`src/rtl/sbac_pkg.sv`:
```
// Operation
// - nine-bit counter plus separate overflow bit
// - two-bit mode: idle, measure, arbitrate, reserved
// - mode zero resets and holds counter idle
// - lost flag cleared writing zero upper mode
// - clock select: prescaler half or bus/4
// - done flag set on finish, write clears
// - running flag shows counter is counting
// - overflow flag set on wrap, write clears
// - count msb readable, control write clears
// - low count bits readable, control write clears
// - select 0: falling edge starts, next stops
// - select 0: running while counting, done second edge
// - select 1: start while receive line low
// - select 1: stop on next rising edge
// - arbitrate: restart on transmit rising edge
// - sample receive at 0x38 or 0x08
// - lost flag forces transmit pin high
// - transmit low before loss resets, waits rise
package sbac_pkg;
  // ==========================================================
  // register map
  localparam logic [3:0] SBAC_OFS_CONTROL = 4'h0;
  localparam logic [3:0] SBAC_OFS_COUNT   = 4'h4;
  localparam logic [3:0] SBAC_OFS_STATUS  = 4'h8;
  localparam logic [3:0] SBAC_OFS_CLEAR   = 4'hc;
  localparam logic [3:0] SBAC_OFS_ENABLE  = 4'h0;
  // control field positions
  localparam int SBAC_B_MSB   = 0;
  localparam int SBAC_B_OVF   = 1;
  localparam int SBAC_B_RUN   = 2;
  localparam int SBAC_B_DONE  = 3;
  localparam int SBAC_B_CLKS  = 4;
  localparam int SBAC_B_LOST  = 5;
  localparam int SBAC_B_MODE0 = 6;
  localparam int SBAC_B_MODE1 = 7;
  localparam int SBAC_B_IEN   = 8;
  // modes
  localparam logic [1:0] SBAC_MODE_IDLE    = 2'h0;
  localparam logic [1:0] SBAC_MODE_MEASURE = 2'h1;
  localparam logic [1:0] SBAC_MODE_ARB     = 2'h2;
  // sample points of arbitration
  localparam logic [8:0] SBAC_ARB_PT_BUS = 9'h038;
  localparam logic [8:0] SBAC_ARB_PT_PRE = 9'h008;
  localparam logic [1:0] SBAC_BUS_DIV_LAST = 2'h3;
  localparam logic [2:0] SBAC_IRQ_RESET = 3'h0;
  localparam logic [1:0] SBAC_RESP_OKAY   = 2'h0;
  localparam logic [1:0] SBAC_RESP_SLVERR = 2'h2;
  // event word: done, overflow, lost
  typedef struct packed {
    logic lost;
    logic ovf;
    logic done;
  } sbac_evt_t;
endpackage

```
`src/rtl/sbac_arbiter.sv`:
```
// Implementation choices: the AXI4-Lite interface to the registers and the register offsets.
`timescale 1ns/1ps
module sbac_arbiter #(
  parameter int ADDR_W = 4
) (
  // clock and reset
  input  wire logic              i_clock,
  input  wire logic              i_reset_n,
  // axi4-lite write
  input  wire logic [ADDR_W-1:0] i_awaddr,
  input  wire logic              i_awvalid,
  output logic                   o_awready,
  input  wire logic [31:0]       i_wdata,
  input  wire logic [3:0]        i_wstrb,
  input  wire logic              i_wvalid,
  output logic                   o_wready,
  output logic [1:0]             o_bresp,
  output logic                   o_bvalid,
  input  wire logic              i_bready,
  // axi4-lite read
  input  wire logic [ADDR_W-1:0] i_araddr,
  input  wire logic              i_arvalid,
  output logic                   o_arready,
  output logic [31:0]            o_rdata,
  output logic [1:0]             o_rresp,
  output logic                   o_rvalid,
  input  wire logic              i_rready,
  // serial side
  input  wire logic              i_rx_pin,
  input  wire logic              i_internal_transmit_out,
  input  wire logic              i_prescaler_tick,
  output logic                   o_tx_pin,
  // interrupt
  output logic                   o_irq
);
  initial begin
    if (ADDR_W < 4) begin
      $error("address width too small");
    end
  end

  // ==========================================================
  // pin synchronisers
  logic [1:0] rx_sync_reg;
  logic [1:0] txi_sync_reg;
  logic       rx_d_reg;
  logic       txi_d_reg;
  logic       pre_half_reg;
  logic [1:0] bus_div_reg;
  always_ff @(posedge i_clock or negedge i_reset_n) begin
    if (!i_reset_n) begin
      rx_sync_reg  <= 2'h3;
      txi_sync_reg <= 2'h3;
      rx_d_reg     <= 1'b1;
      txi_d_reg    <= 1'b1;
    end else begin
      rx_sync_reg  <= {rx_sync_reg[0], i_rx_pin};
      txi_sync_reg <= {txi_sync_reg[0], i_internal_transmit_out};
      rx_d_reg     <= rx_sync_reg[1];
      txi_d_reg    <= txi_sync_reg[1];
    end
  end
  wire rx_s     = rx_sync_reg[1];
  wire txi_s    = txi_sync_reg[1];
  wire rx_fall  = rx_d_reg & ~rx_s;
  wire rx_rise  = ~rx_d_reg & rx_s;
  wire txi_rise = ~txi_d_reg & txi_s;
  wire txi_fall = txi_d_reg & ~txi_s;

  // ==========================================================
  // control state
  logic [1:0] mode_reg;
  logic       clk_sel_reg;
  logic       lost_reg;
  logic       done_reg;
  logic       run_reg;
  logic       ovf_reg;
  logic [8:0] count_reg;
  logic       armed_reg;
  logic [2:0] irq_en_reg;
  logic [2:0] irq_st_reg;

  wire bus_tick = (bus_div_reg == sbac_pkg::SBAC_BUS_DIV_LAST);
  wire pre_tick = i_prescaler_tick & pre_half_reg;
  wire cnt_tick = clk_sel_reg ? pre_tick : bus_tick;
  always_ff @(posedge i_clock or negedge i_reset_n) begin
    if (!i_reset_n) begin
      bus_div_reg  <= 2'h0;
      pre_half_reg <= 1'b0;
    end else begin
      bus_div_reg  <= bus_div_reg + 2'h1;
      pre_half_reg <= i_prescaler_tick ? ~pre_half_reg : pre_half_reg;
    end
  end

  // ==========================================================
  // axi4-lite slave: write takes both channels together
  wire wr_go = i_awvalid & i_wvalid & ~o_bvalid;
  wire rd_go = i_arvalid & ~o_rvalid;
  wire [3:0] wofs = i_awaddr[3:0];
  wire [3:0] rofs = i_araddr[3:0];
  wire wr_ctl = wr_go & (wofs == sbac_pkg::SBAC_OFS_CONTROL) & i_wstrb[0];
  wire wr_ien = wr_go & (wofs == sbac_pkg::SBAC_OFS_ENABLE) & i_wstrb[1];
  wire wr_clr = wr_go & (wofs == sbac_pkg::SBAC_OFS_CLEAR) & i_wstrb[0];
  wire wr_ok  = (wofs == sbac_pkg::SBAC_OFS_CONTROL) | (wofs == sbac_pkg::SBAC_OFS_CLEAR);
  wire rd_ok  = (rofs == sbac_pkg::SBAC_OFS_CONTROL) | (rofs == sbac_pkg::SBAC_OFS_COUNT)
              | (rofs == sbac_pkg::SBAC_OFS_STATUS);
  wire [1:0] new_mode = i_wdata[sbac_pkg::SBAC_B_MODE1:sbac_pkg::SBAC_B_MODE0];
  assign o_awready = wr_go;
  assign o_wready  = wr_go;
  assign o_arready = rd_go;

  // ==========================================================
  // counter behaviour
  wire idle      = (mode_reg == sbac_pkg::SBAC_MODE_IDLE);
  wire meas      = (mode_reg == sbac_pkg::SBAC_MODE_MEASURE);
  wire arb       = (mode_reg == sbac_pkg::SBAC_MODE_ARB);
  wire [8:0] smp = clk_sel_reg ? sbac_pkg::SBAC_ARB_PT_PRE : sbac_pkg::SBAC_ARB_PT_BUS;
  wire [9:0] inc = {1'b0, count_reg} + 10'h001;
  // select 0: falling edge, select 1: low receive line starts when not yet done
  wire m_start0  = meas & ~clk_sel_reg & ~run_reg & ~done_reg & rx_fall;
  wire m_start1  = meas & clk_sel_reg & ~run_reg & ~done_reg & ~rx_s;
  // second falling edge / rising edge stop
  wire m_stop    = meas & run_reg & (clk_sel_reg ? rx_rise : rx_fall);
  wire arb_hit   = arb & run_reg & cnt_tick & (count_reg == smp - 9'h001);
  wire lost_set  = arb_hit & ~rx_s;
  wire ovf_set   = run_reg & cnt_tick & inc[9] & ~m_stop;
  sbac_pkg::sbac_evt_t evt;
  assign evt.lost = lost_set;
  assign evt.ovf  = ovf_set;
  assign evt.done = m_stop;

  always_ff @(posedge i_clock or negedge i_reset_n) begin
    if (!i_reset_n) begin
      mode_reg    <= sbac_pkg::SBAC_MODE_IDLE;
      clk_sel_reg <= 1'b0;
      lost_reg    <= 1'b0;
      done_reg    <= 1'b0;
      run_reg     <= 1'b0;
      ovf_reg     <= 1'b0;
      count_reg   <= 9'h000;
      armed_reg   <= 1'b0;
    end else begin
      if (wr_ctl) begin
        mode_reg    <= new_mode;
        clk_sel_reg <= i_wdata[sbac_pkg::SBAC_B_CLKS];
      end
      // lost cleared by zero upper mode; event wins
      if (lost_set) begin
        lost_reg <= 1'b1;
      end else if (wr_ctl & ~new_mode[1]) begin
        lost_reg <= 1'b0;
      end
      // sticky flags, set wins over clear
      done_reg <= m_stop | (done_reg & ~wr_ctl);
      ovf_reg  <= ovf_set | (ovf_reg & ~wr_ctl);
      // control write or idle clears counter
      if (wr_ctl | idle) begin
        count_reg <= 9'h000;
        run_reg   <= 1'b0;
        armed_reg <= 1'b0;
      end else if (meas) begin
        if (m_start0 | m_start1) begin
          run_reg <= 1'b1;
        end else if (m_stop) begin
          run_reg <= 1'b0;
        end else if (run_reg & cnt_tick) begin
          count_reg <= inc[8:0];
        end
      end else if (arb) begin
        if (txi_rise) begin
          count_reg <= 9'h000;
          run_reg   <= 1'b1;
          armed_reg <= 1'b1;
        // transmit low before loss: reset and wait
        end else if (txi_fall & ~lost_reg) begin
          count_reg <= 9'h000;
          run_reg   <= 1'b0;
          armed_reg <= 1'b0;
        end else if (arb_hit) begin
          count_reg <= smp;
          run_reg   <= 1'b0;
        end else if (run_reg & cnt_tick & armed_reg) begin
          count_reg <= inc[8:0];
        end
      end else begin
        run_reg <= 1'b0;
      end
    end
  end

  // force transmit pin high while lost
  always_ff @(posedge i_clock or negedge i_reset_n) begin
    if (!i_reset_n) begin
      o_tx_pin <= 1'b1;
    end else begin
      o_tx_pin <= lost_reg | txi_s; // synchronised transmit
    end
  end

  // ==========================================================
  // interrupts: sticky status, enable, write-one clear
  wire [2:0] clr_bits = wr_clr ? i_wdata[2:0] : 3'h0;
  always_ff @(posedge i_clock or negedge i_reset_n) begin
    if (!i_reset_n) begin
      irq_st_reg <= sbac_pkg::SBAC_IRQ_RESET;
      irq_en_reg <= sbac_pkg::SBAC_IRQ_RESET;
    end else begin
      irq_st_reg <= evt | (irq_st_reg & ~clr_bits);
      if (wr_ien) begin
        irq_en_reg <= i_wdata[sbac_pkg::SBAC_B_IEN +: 3];
      end
    end
  end
  assign o_irq = |(irq_st_reg & irq_en_reg);

  // ==========================================================
  // read data and responses
  wire [31:0] ctl_word = {20'h0, 1'b0, irq_en_reg, mode_reg, lost_reg, clk_sel_reg,
                          done_reg, run_reg, ovf_reg, count_reg[8]};
  wire [31:0] rd_mux = (rofs == sbac_pkg::SBAC_OFS_CONTROL) ? ctl_word :
                       (rofs == sbac_pkg::SBAC_OFS_COUNT) ? {24'h0, count_reg[7:0]} :
                       (rofs == sbac_pkg::SBAC_OFS_STATUS) ? {29'h0, irq_st_reg} : 32'h0;
  always_ff @(posedge i_clock or negedge i_reset_n) begin
    if (!i_reset_n) begin
      o_bvalid <= 1'b0;
      o_bresp  <= sbac_pkg::SBAC_RESP_OKAY;
      o_rvalid <= 1'b0;
      o_rresp  <= sbac_pkg::SBAC_RESP_OKAY;
      o_rdata  <= 32'h0;
    end else begin
      if (wr_go) begin
        o_bvalid <= 1'b1;
        o_bresp  <= wr_ok ? sbac_pkg::SBAC_RESP_OKAY : sbac_pkg::SBAC_RESP_SLVERR;
      end else if (i_bready) begin
        o_bvalid <= 1'b0;
      end
      if (rd_go) begin
        o_rvalid <= 1'b1;
        o_rdata  <= rd_ok ? rd_mux : 32'h0;
        o_rresp  <= rd_ok ? sbac_pkg::SBAC_RESP_OKAY : sbac_pkg::SBAC_RESP_SLVERR;
      end else if (i_rready) begin
        o_rvalid <= 1'b0;
      end
    end
  end
endmodule

```
`config.mk`:
```
export PLATFORM = sky130hd
export DESIGN_NAME = sbac_arbiter
export DESIGN_NICKNAME = d
export VERILOG_FILES = /design/src/rtl/sbac_pkg.sv /design/src/rtl/sbac_arbiter.sv
export SDC_FILE = /design/constraint.sdc
export NUM_CORES = 1
export LEC_CHECK = 0
export BUFFER_PORTS_ARGS = -buffer_cell sky130_fd_sc_hd__buf_2
export CAP_MARGIN = 20
export CORE_MARGIN = 4
export CORE_UTILIZATION = 49
export DETAILED_ROUTE_END_ITERATION = 12
export PLACE_DENSITY_LB_ADDON = 0.12
export SLEW_MARGIN = 30
export SYNTH_ARGS = -nofsm -noshare
export SYNTH_HDL_FRONTEND = slang
export SYNTH_SLANG_ARGS = --single-unit
```
`constraint.sdc`:
```
create_clock -name i_clock -period 2.55 [get_ports i_clock]
set_clock_uncertainty 0.15 [all_clocks]
set_input_delay 0.3825 -clock i_clock [delete_from_list [all_inputs] [get_ports i_clock]]
set_output_delay 0.3825 -clock i_clock [all_outputs]
set_load 0.1 [all_outputs]
```
Word-level counts from Yosys, hierarchy flattened
Index checks and enable logic that the tools add are counted.

Register bits after elaboration: 71. Input bits: 54. Output and inout port bits: 43. Word-level logic and storage cells: 152.

Add/sub/neg operators: 3. Equality and inequality tests: 13. Multiplexer cells: 39. Bitwise gates (word level): 61. Reductions and logical operators: 14.

Operators by type and width (count): 9-bit 2-to-1 mux (10); 1-bit AND (35); 11-bit 2-to-1 mux (2); 1-bit 2-to-1 mux (21); 1-bit NOT (14); 9-bit by 1-bit adder with 10-bit output, second input constant (1); 9-bit equality test (1); 4-bit equality test, second input constant (2); 4-bit zero test (2); 8-bit 2-to-1 mux (1); 1-bit OR (8); 2-bit nonzero test (4); 6-bit by 1-bit subtractor with 7-bit output, second input constant (1); 3-bit AND (2); 3-bit 2-to-1 mux (2); 6-bit 2-to-1 mux (1); 6-bit by 3-bit != test with 1-bit output, second input constant (1); 3-bit nonzero test (2); 6-bit nonzero test (1); 5-bit AND reduction (1); 2-bit equality test, second input constant (2); 4-bit by 3-bit equality test with 1-bit output, second input constant (1); 2-bit 2-to-1 mux (2); 4-bit by 1-bit != test with 1-bit output, second input constant (1); 12 further kinds (12).

Depth between registers and ports, before layout
Gate-level depths: netlist of run 1.

Word-level depth: 11. Mapped depth: 10. Gate-level depth less buffers: 8.

Least setup slack after synthesis of run 1
Ideal clock, no wire load.

Path kind: register to register. Start point: register o_bvalid. End point: register count_reg[2]. Setup time: 126 ps. Data arrival time: 2970 ps. Data required time: 2274 ps. Setup slack: -696 ps. Stages on the path, launching flop included: 8. Buffers on the path: 0. Clock period less this slack: 3246 ps. Cell sequence: dfrtp_1 nand3b_1 inv_1 a41oi_2 o21a_1 o21ai_1 nor2_1 a311o_1.

Longest elaborated chain between the ends: 7. Elaborated cells on any way between the ends: 12. Those cells by class: 3 x eq/ne; 1 x mux; 5 x bitwise; 3 x reduce/logical.

RTL lines: start: declaration (line sbac_arbiter.sv:18) `output logic o_bvalid,`; start signal: assignment (line sbac_arbiter.sv:226) `o_bvalid <= 1'b0;`; start signal: assignment (line sbac_arbiter.sv:233) `o_bvalid <= 1'b1;`; start signal: assignment (line sbac_arbiter.sv:236) `o_bvalid <= 1'b0;`; 1-bit NOT (*) (line sbac_arbiter.sv:98) `wire wr_go = i_awvalid & i_wvalid & ~o_bvalid;`; 1-bit AND (*) (line sbac_arbiter.sv:98); net o_awready (line sbac_arbiter.sv:12) `output logic o_awready,`; 1-bit AND (*) (2 in series) (line sbac_arbiter.sv:102) `wire wr_ctl = wr_go & (wofs == sbac_pkg::SBAC_OFS_CONTROL) & i_wstrb[0];`; 1-bit OR (*) (line sbac_arbiter.sv:158) `if (wr_ctl | idle) begin`; 3-bit by 1-bit != test with 1-bit output (no source line) (tied with other cells); 5-bit AND reduction (no source line); end signal: assignment (line sbac_arbiter.sv:168) `count_reg <= inc[8:0];`; end signal: assignment (line sbac_arbiter.sv:181) `count_reg <= smp;`; end signal: assignment (line sbac_arbiter.sv:184) `count_reg <= inc[8:0];`; end: declaration (line sbac_arbiter.sv:78) `logic [8:0] count_reg;`.

Mark *: on every way through the listed nets, which the timed path passes. The rest lies on a longest branch. A chain may end at the register's enable or synchronous reset.

Worst setup path after layout of run 1
Start point: register count_reg[1]. End point: register count_reg[7].

Longest elaborated chain between the ends: 8. Elaborated cells on any way between the ends: 15. Those cells by class: 1 x add/sub; 1 x eq/ne; 10 x mux; 1 x bitwise; 2 x reduce/logical.

RTL lines: 9-bit by 1-bit adder with 10-bit output or 9-bit equality test (tied branches) (line sbac_arbiter.sv:119, sbac_arbiter.sv:125); 9-bit 2-to-1 mux or 1-bit AND (tied branches) (line sbac_arbiter.sv:183, sbac_arbiter.sv:125); 9-bit 2-to-1 mux (line sbac_arbiter.sv:180) `end else if (arb_hit) begin`; 9-bit 2-to-1 mux (line sbac_arbiter.sv:176) `end else if (txi_fall & ~lost_reg) begin`; 9-bit 2-to-1 mux (line sbac_arbiter.sv:171) `if (txi_rise) begin`; 9-bit 2-to-1 mux (line sbac_arbiter.sv:170) `end else if (arb) begin`; 9-bit 2-to-1 mux (line sbac_arbiter.sv:162) `end else if (meas) begin`; 9-bit 2-to-1 mux (line sbac_arbiter.sv:158).

Several ways; a longest one is shown, not always the timed one. The select of a mux whose other input is x is not followed.

==> results.sh, run 1 <==
export IMPL_outcome="finished clean"
export IMPL_worst_slew_pin_transition_ns=0.530
export IMPL_io_buffers=48
export IMPL_hp_class="in2reg"
export IMPL_clock_sinks=48
export IMPL_final_setup_viol_count=0
export IMPL_slew_headroom_pct=64.6
export IMPL_yosys_register_bits=48
export IMPL_synth_cells=251
export IMPL_r2r_end="count_reg[7]"
export IMPL_critPathSlowestCell="or4_1"
export IMPL_dieArea_um2=6330
export IMPL_hold_viol=0
export IMPL_hp_start="i_internal_transmit_out"
export IMPL_routed_via_density=5.18
export IMPL_cts_buffers=5
export IMPL_grt_pass1_wl_um=9450
export IMPL_path_clk_slew_ns=0.08
export IMPL_drt_iter0_drc=102
export IMPL_peakVddDrop_mv=0.288
export IMPL_r2r_cells=7
export IMPL_p_leak_nw=1.52
export IMPL_crit_type="reg2reg"
export IMPL_num_rows=25
export IMPL_ys_types=48
export IMPL_async_flop_share_pct=100
export IMPL_fp_dieH_um=79.5
export IMPL_ios=97
export IMPL_core_um2=4850
export IMPL_synth_avg_cell_area_um2=9.99
export IMPL_wire_per_inst_um=14.2
export IMPL_power_density_nw_per_um2=656
export IMPL_dieWidth_um=79.5
export IMPL_grt_pass1_vias=2008
export IMPL_grt_overflow=0
export IMPL_clk_root_buffer_cell="clkbuf_8"
export IMPL_endpoint_kind="register"
export IMPL_drt_wl_total_um=5560
export IMPL_rrSetupSlack_ns=0.12
export IMPL_cp_required_ns=2.61
export IMPL_via_count=2020
export IMPL_finalCritPeriodShare_pct=95.5
export IMPL_drv_slew=0
export IMPL_synth_seq_area_share_pct=48.3
export IMPL_n_antenna_cell=0
export IMPL_arrival_ns=2.50
export IMPL_cap_violations=0
export IMPL_largest_reg_flops=11
export IMPL_synthFlopType="dfrtp_1"
export IMPL_drive_gt1_share_pct=31.0
export IMPL_fin_nets=381
export IMPL_path_max_fanout=12
export IMPL_dpl_hpwl_um=4370
export IMPL_drtAntennaViolNets=0
export IMPL_layout_setup_ws_ns=0.116
export IMPL_antenna_found_initial=0
export IMPL_firstDrtPassIters=4
export IMPL_htreeDepth=2
export IMPL_whs_endpoint="txi_sync_reg[0]"
export IMPL_reg2reg_from="count_reg[1]"
export IMPL_place_gp_congestion=0.859
export IMPL_layout_cells_non_filler=390
export IMPL_yosys_warnings=0
export IMPL_fillers=427
export IMPL_fmax_mhz=411
export IMPL_cts_tree="yes"
export IMPL_synth_edff_count=0
export IMPL_syn_to_final_growth_pct=22.5
export IMPL_grt_max_degree=31
export IMPL_dp_cells=380
export IMPL_synthesis_area_um2=2510
export IMPL_initial_core_util_pct=51.7
export IMPL_period_needed_ns=2.43
export IMPL_cts_path_max_buffers=2
export IMPL_cpPeakStageDelay_ns=0.48
export IMPL_clock_latency_ns=0.30
export IMPL_drc_errors=0
export IMPL_hold_depth=1
export IMPL_cp_cell_sequence="ha_2 > nor4bb_4 > o2111ai_2 > or2_4 > a41o_4 > or4_1 > o211ai_1"
export IMPL_startpoint_type="register"
export IMPL_place_ws_ns=0.0511
export IMPL_track_usage_pct=18.9
[final cells by class]
type                    instances  area [um^2]  share of cell area (%)
clock buffers                   7         96.3                    3.14
multi-input cells             179         1150                    37.6
well taps                      67         83.8                    2.73
flip-flops and latches         48         1210                    39.5
repair buffers                 70          420                    13.7
inverters                      18         71.3                    2.32
clock inverters                 1         30.0                   0.978
[metal layers]
layer / vias up / track usage [%] / wire length (um)
li1: 989 / - / -
met1: 967 / 25.4 / 2410
met2: 55 / 31.3 / 2740
met3: 9 / 3.39 / 331
met4: 0 / 5.50 / 75
met5: - / 0 / 0
[worst max path at each step]
stage | start | slack [ns] | endpoint
after global routing | count_reg[1] | -0.03 | count_reg[7]
after detailed placement | mode_reg[0] | 0.05 | count_reg[7]
after floorplan | o_bvalid | -0.16 | count_reg[7]
final | count_reg[1] | 0.12 | count_reg[7]
after global placement | mode_reg[0] | 0.08 | count_reg[8]
after CTS | mode_reg[0] | 0.03 | count_reg[7]
[worst max-delay path, delay by kind of cell, from the launching register on]
family                   cells  cell delay, ns
flip-flops                   1            0.39
adder cells (fa/ha/maj)      1            0.21
AO/OA/AOI/OAI                3            0.56
AND/OR/NAND/NOR              3            1.05
[logic make-up after synthesis]
| family | count (synthesis) | synth area share [%] |
|---|---|---|
| AOI/OAI and AO/OA | 59 | 16.3 |
| muxes | 12 | 5.09 |
| adders and majority gates | 5 | 2.50 |
| buffers and inverters | 46 | 10.5 |
| DFF | 48 | 48.3 |
| xor gates and xnor gates | 3 | 1.05 |
| and+or+nand+nor | 77 | 16.2 |
| other | 1 | 0.150 |
[what timing repair did]
action | CTS | global route
setup buffers | 0 | 1
hold buffers | 1 | 0
gates resized for setup | 0 | 4
hold endpoints to repair | 18 | 0
endpoints found under the setup margin | 0 | 5
[synth_stat cells (2+ instances only)]
library cell | number | area (um^2)
o21a_1 | 2 | 15.0
nand2b_1 | 5 | 31.3
buf_4 | 24 | 180
clkbuf_1 | 3 | 11.3
nor2_1 | 9 | 33.8
nor2b_1 | 4 | 25.0
ha_1 | 5 | 62.6
a21oi_1 | 8 | 40.0
o22ai_1 | 5 | 31.3
dfrtp_1 | 41 | 1030
o211ai_1 | 3 | 22.5
mux2_2 | 6 | 67.6
nand2_1 | 25 | 93.8
nor4_1 | 3 | 18.8
mux2i_1 | 6 | 60.1
o2111ai_1 | 2 | 17.5
o31ai_1 | 2 | 15.0
inv_1 | 18 | 67.6
a21o_1 | 5 | 37.5
dfstp_2 | 7 | 184
nand3_1 | 11 | 55.1
nand3b_1 | 2 | 15.0
or4_1 | 4 | 30.0
and3_1 | 3 | 18.8
o21ai_0 | 20 | 100
or3_1 | 2 | 12.5
a32o_1 | 4 | 40.0
xnor2_1 | 2 | 17.5
[where the power goes]
part / switching [mW] / internal [mW] / total [mW]
sequential: 0.0308 / 0.810 / 0.841
clock: 0.249 / 0.346 / 0.595
combinational: 0.455 / 0.123 / 0.578
total: 0.734 / 1.28 / 2.01
[stage by stage]
stage | total power [mW] | instance area [um^2] | hold slack, ns | TNS (ns) | util, %
after floorplan | 1.33 | 2610 | -0.0631 | -0.309 | -
after global placement | 1.42 | 2900 | 0.196 | 0 | 59.9
after detailed placement | 1.43 | 2900 | 0.197 | 0 | 59.9
after CTS | 2.03 | 3040 | 0.0157 | 0 | 62.7
after global routing | 2.11 | 3070 | 0.00637 | -0.0320 | 63.3
final | 2.01 | 3070 | 0.0256 | 0 | 63.3
[cells in the final DEF, fill, tap and decap left out, types with 6 or more instances in the layout]
cell	n
buf_2	48
dfrtp_1	40
nand2_1	25
conb_1	23
o21ai_0	20
buf_4	20
inv_1	17
nand3_1	11
nor2_1	9
a21oi_1	8
clkbuf_8	7
dfstp_2	7
mux2_2	6
mux2i_1	6
Power figures use the tool's default switching activity.
==> run 2: changes to the inputs <==
- CORE_MARGIN: 4 -> 5
- CTS_CLUSTER_DIAMETER: default -> 200
- RECOVER_POWER: default -> 50
==> run 2 against run 1 <==
Clock-buffer cell count increased by 1. Largest power group unchanged. Critical endpoint is now count_reg[8]. Register-to-register slack got worse by 0.04 ns. Fmax decreased by 1.7%. Cell count increased by 1.5%. Power decreased by 5.1%. Critical path depth increased by 1.
==> results.sh, run 2 (synthesis results as in run 1) <==
export IMPL_placed_area_um2=2900
export IMPL_startpoint_type="register"
export IMPL_arrival_ns=2.57
export IMPL_cpPeakStageDelay_ns=0.52
export IMPL_num_rows=26
export IMPL_grt_overflow=0
export IMPL_cp_cell_sequence="inv_1 > ha_2 > nor4bb_4 > o2111ai_2 > or2_4 > a41o_4 > or4_1 > nand3_1"
export IMPL_via_count=2002
export IMPL_clock_latency_ns=0.30
export IMPL_core_um2=5040
export IMPL_reg2reg_from="mode_reg[0]"
export IMPL_drt_iter0_drc=86
export IMPL_path_max_fanout=11
export IMPL_initial_core_util_pct=49.7
export IMPL_layout_setup_ws_ns=0.0729
export IMPL_p_leak_nw=1.51
export IMPL_finalCritPeriodShare_pct=97.1
export IMPL_peakVddDrop_mv=0.359
export IMPL_fin_util_pct=60.6
export IMPL_place_ws_ns=0.0276
export IMPL_endpoint_kind="register"
export IMPL_drc_errors=0
export IMPL_r2r_cells=8
export IMPL_hp_start="i_rx_pin"
export IMPL_n_antenna_cell=0
export IMPL_syn_to_final_growth_pct=21.8
export IMPL_dpl_hpwl_um=4360
export IMPL_final_cell_mix="buf_2, dfrtp_1, nand2_1"
export IMPL_drive_gt1_share_pct=30.4
export IMPL_fmax_mhz=404
export IMPL_drv_slew=0
export IMPL_slew_headroom_pct=39.9
export IMPL_crit_path_start="mode_reg[0]"
export IMPL_pwr_share_comb_pct=30.1
export IMPL_pwr_share_clk_pct=25.9
export IMPL_grt_pass1_wl_um=9200
export IMPL_final_setup_viol_count=0
export IMPL_hold_viol=0
export IMPL_cp_required_ns=2.64
export IMPL_cts_path_max_buffers=2
export IMPL_worst_slew_pin_transition_ns=0.902
export IMPL_critPathSlowestCell="or4_1"
export IMPL_cap_violations=0
export IMPL_outcome="finished clean"
export IMPL_routed_via_density=5.06
export IMPL_fp_dieH_um=81.5
export IMPL_finalInstanceArea_um2=3050
export IMPL_seqPwrFrac_pct=44.0
export IMPL_finalPower_mw=1.91
export IMPL_wire_per_inst_um=14.2
export IMPL_dieWidth_um=81.5
export IMPL_grt_max_degree=19
export IMPL_hp_class="in2reg"
export IMPL_period_needed_ns=2.48
export IMPL_hold_depth=1
export IMPL_track_usage_pct=18.0
export IMPL_path_clk_slew_ns=0.09
export IMPL_r2r_end="count_reg[8]"
export IMPL_firstDrtPassIters=4
export IMPL_power_net_switching_uw=733
export IMPL_place_gp_congestion=0.776
export IMPL_power_internal_mw=1.18
export IMPL_io_buffers=48
export IMPL_p_sw_share_pct=38.4
export IMPL_dieArea_um2=6650
export IMPL_antenna_found_initial=0
export IMPL_power_density_nw_per_um2=626
export IMPL_crit_type="reg2reg"
export IMPL_drt_wl_total_um=5630
export IMPL_largest_reg_flops=11
export IMPL_ios=97
export IMPL_cts_buffers=5
export IMPL_drtAntennaViolNets=0
export IMPL_htreeDepth=2
export IMPL_clk_root_buffer_cell="clkbuf_8"
export IMPL_rrSetupSlack_ns=0.07
export IMPL_clock_sinks=48
export IMPL_whs_endpoint="rx_sync_reg[0]"
export IMPL_final_common_cell="buf_2"
export IMPL_cts_tree="yes"
export IMPL_setup_tns_ns=0
export IMPL_grt_pass1_vias=1963
export IMPL_fin_nets=384
-- run 2: layout make-up --
| type | instances | area, um^2 |
|---|---|---|
| Clock buffer | 8 | 100 |
| Fill cell | 464 | 1990 |
| Inverter | 18 | 71.3 |
| Multi-Input combinational cell | 179 | 1160 |
| Sequential cell | 48 | 1210 |
| Tap cell | 70 | 87.6 |
| Timing Repair Buffer | 73 | 420 |
-- run 2: what timing repair did --
| item | CTS | global route |
|---|---|---|
| resized for setup | 3 | 2 |
| endpoints found under the setup margin | 3 | 5 |
| pin swaps | 1 | 1 |
| endpoints found under the hold margin | 13 | 0 |
| buffers inserted | 0 | 3 |
| hold buffers | 1 | 0 |
-- run 2: per-layer routing --
metal	GRT usage (%)	vias up	share of wire (%)
li1	-	991	-
met1	23.3	950	45
met2	30.0	50	48
met3	3.95	11	5.1
met4	5.74	0	1.7
met5	0	-	0
-- run 2: worst max-delay path by stage --
stage | cells after the start | slack [ns] | endpoint
2_1_floorplan | 7 | -0.16 | count_reg[7]
3_3_place_gp | 8 | 0.07 | count_reg[7]
3_5_place_dp | 8 | 0.03 | count_reg[8]
4_1_cts | 8 | 0.01 | count_reg[8]
5_1_grt | 8 | -0.02 | count_reg[7]
6_report | 8 | 0.07 | count_reg[8]
-- run 2: power by group through the flow --
stage,Combinational (mW),Sequential [mW],Clock (mW)
CTS,0.575,0.843,0.509
floorplan,0.375,0.957,0
finish,0.575,0.841,0.496
global placement,0.567,0.856,0
global route,0.612,0.849,0.545
detailed placement,0.570,0.858,0
-- run 2: through the flow --
stage	cells	hold WS (ns)
2_1_floorplan	273	-0.0631
3_3_place_gp	384	0.170
3_5_place_dp	384	0.177
4_1_cts	393	0.00914
5_1_grt	396	0.00877
6_report	396	0.0189
-- run 2: critical path, delay by kind of cell (launching register included) --
kind	cells	cell delay, ns
flops	1	0.41
buf+inv	1	0.10
fa+ha+maj	1	0.19
simple gates	4	1.09
compound gates	2	0.47
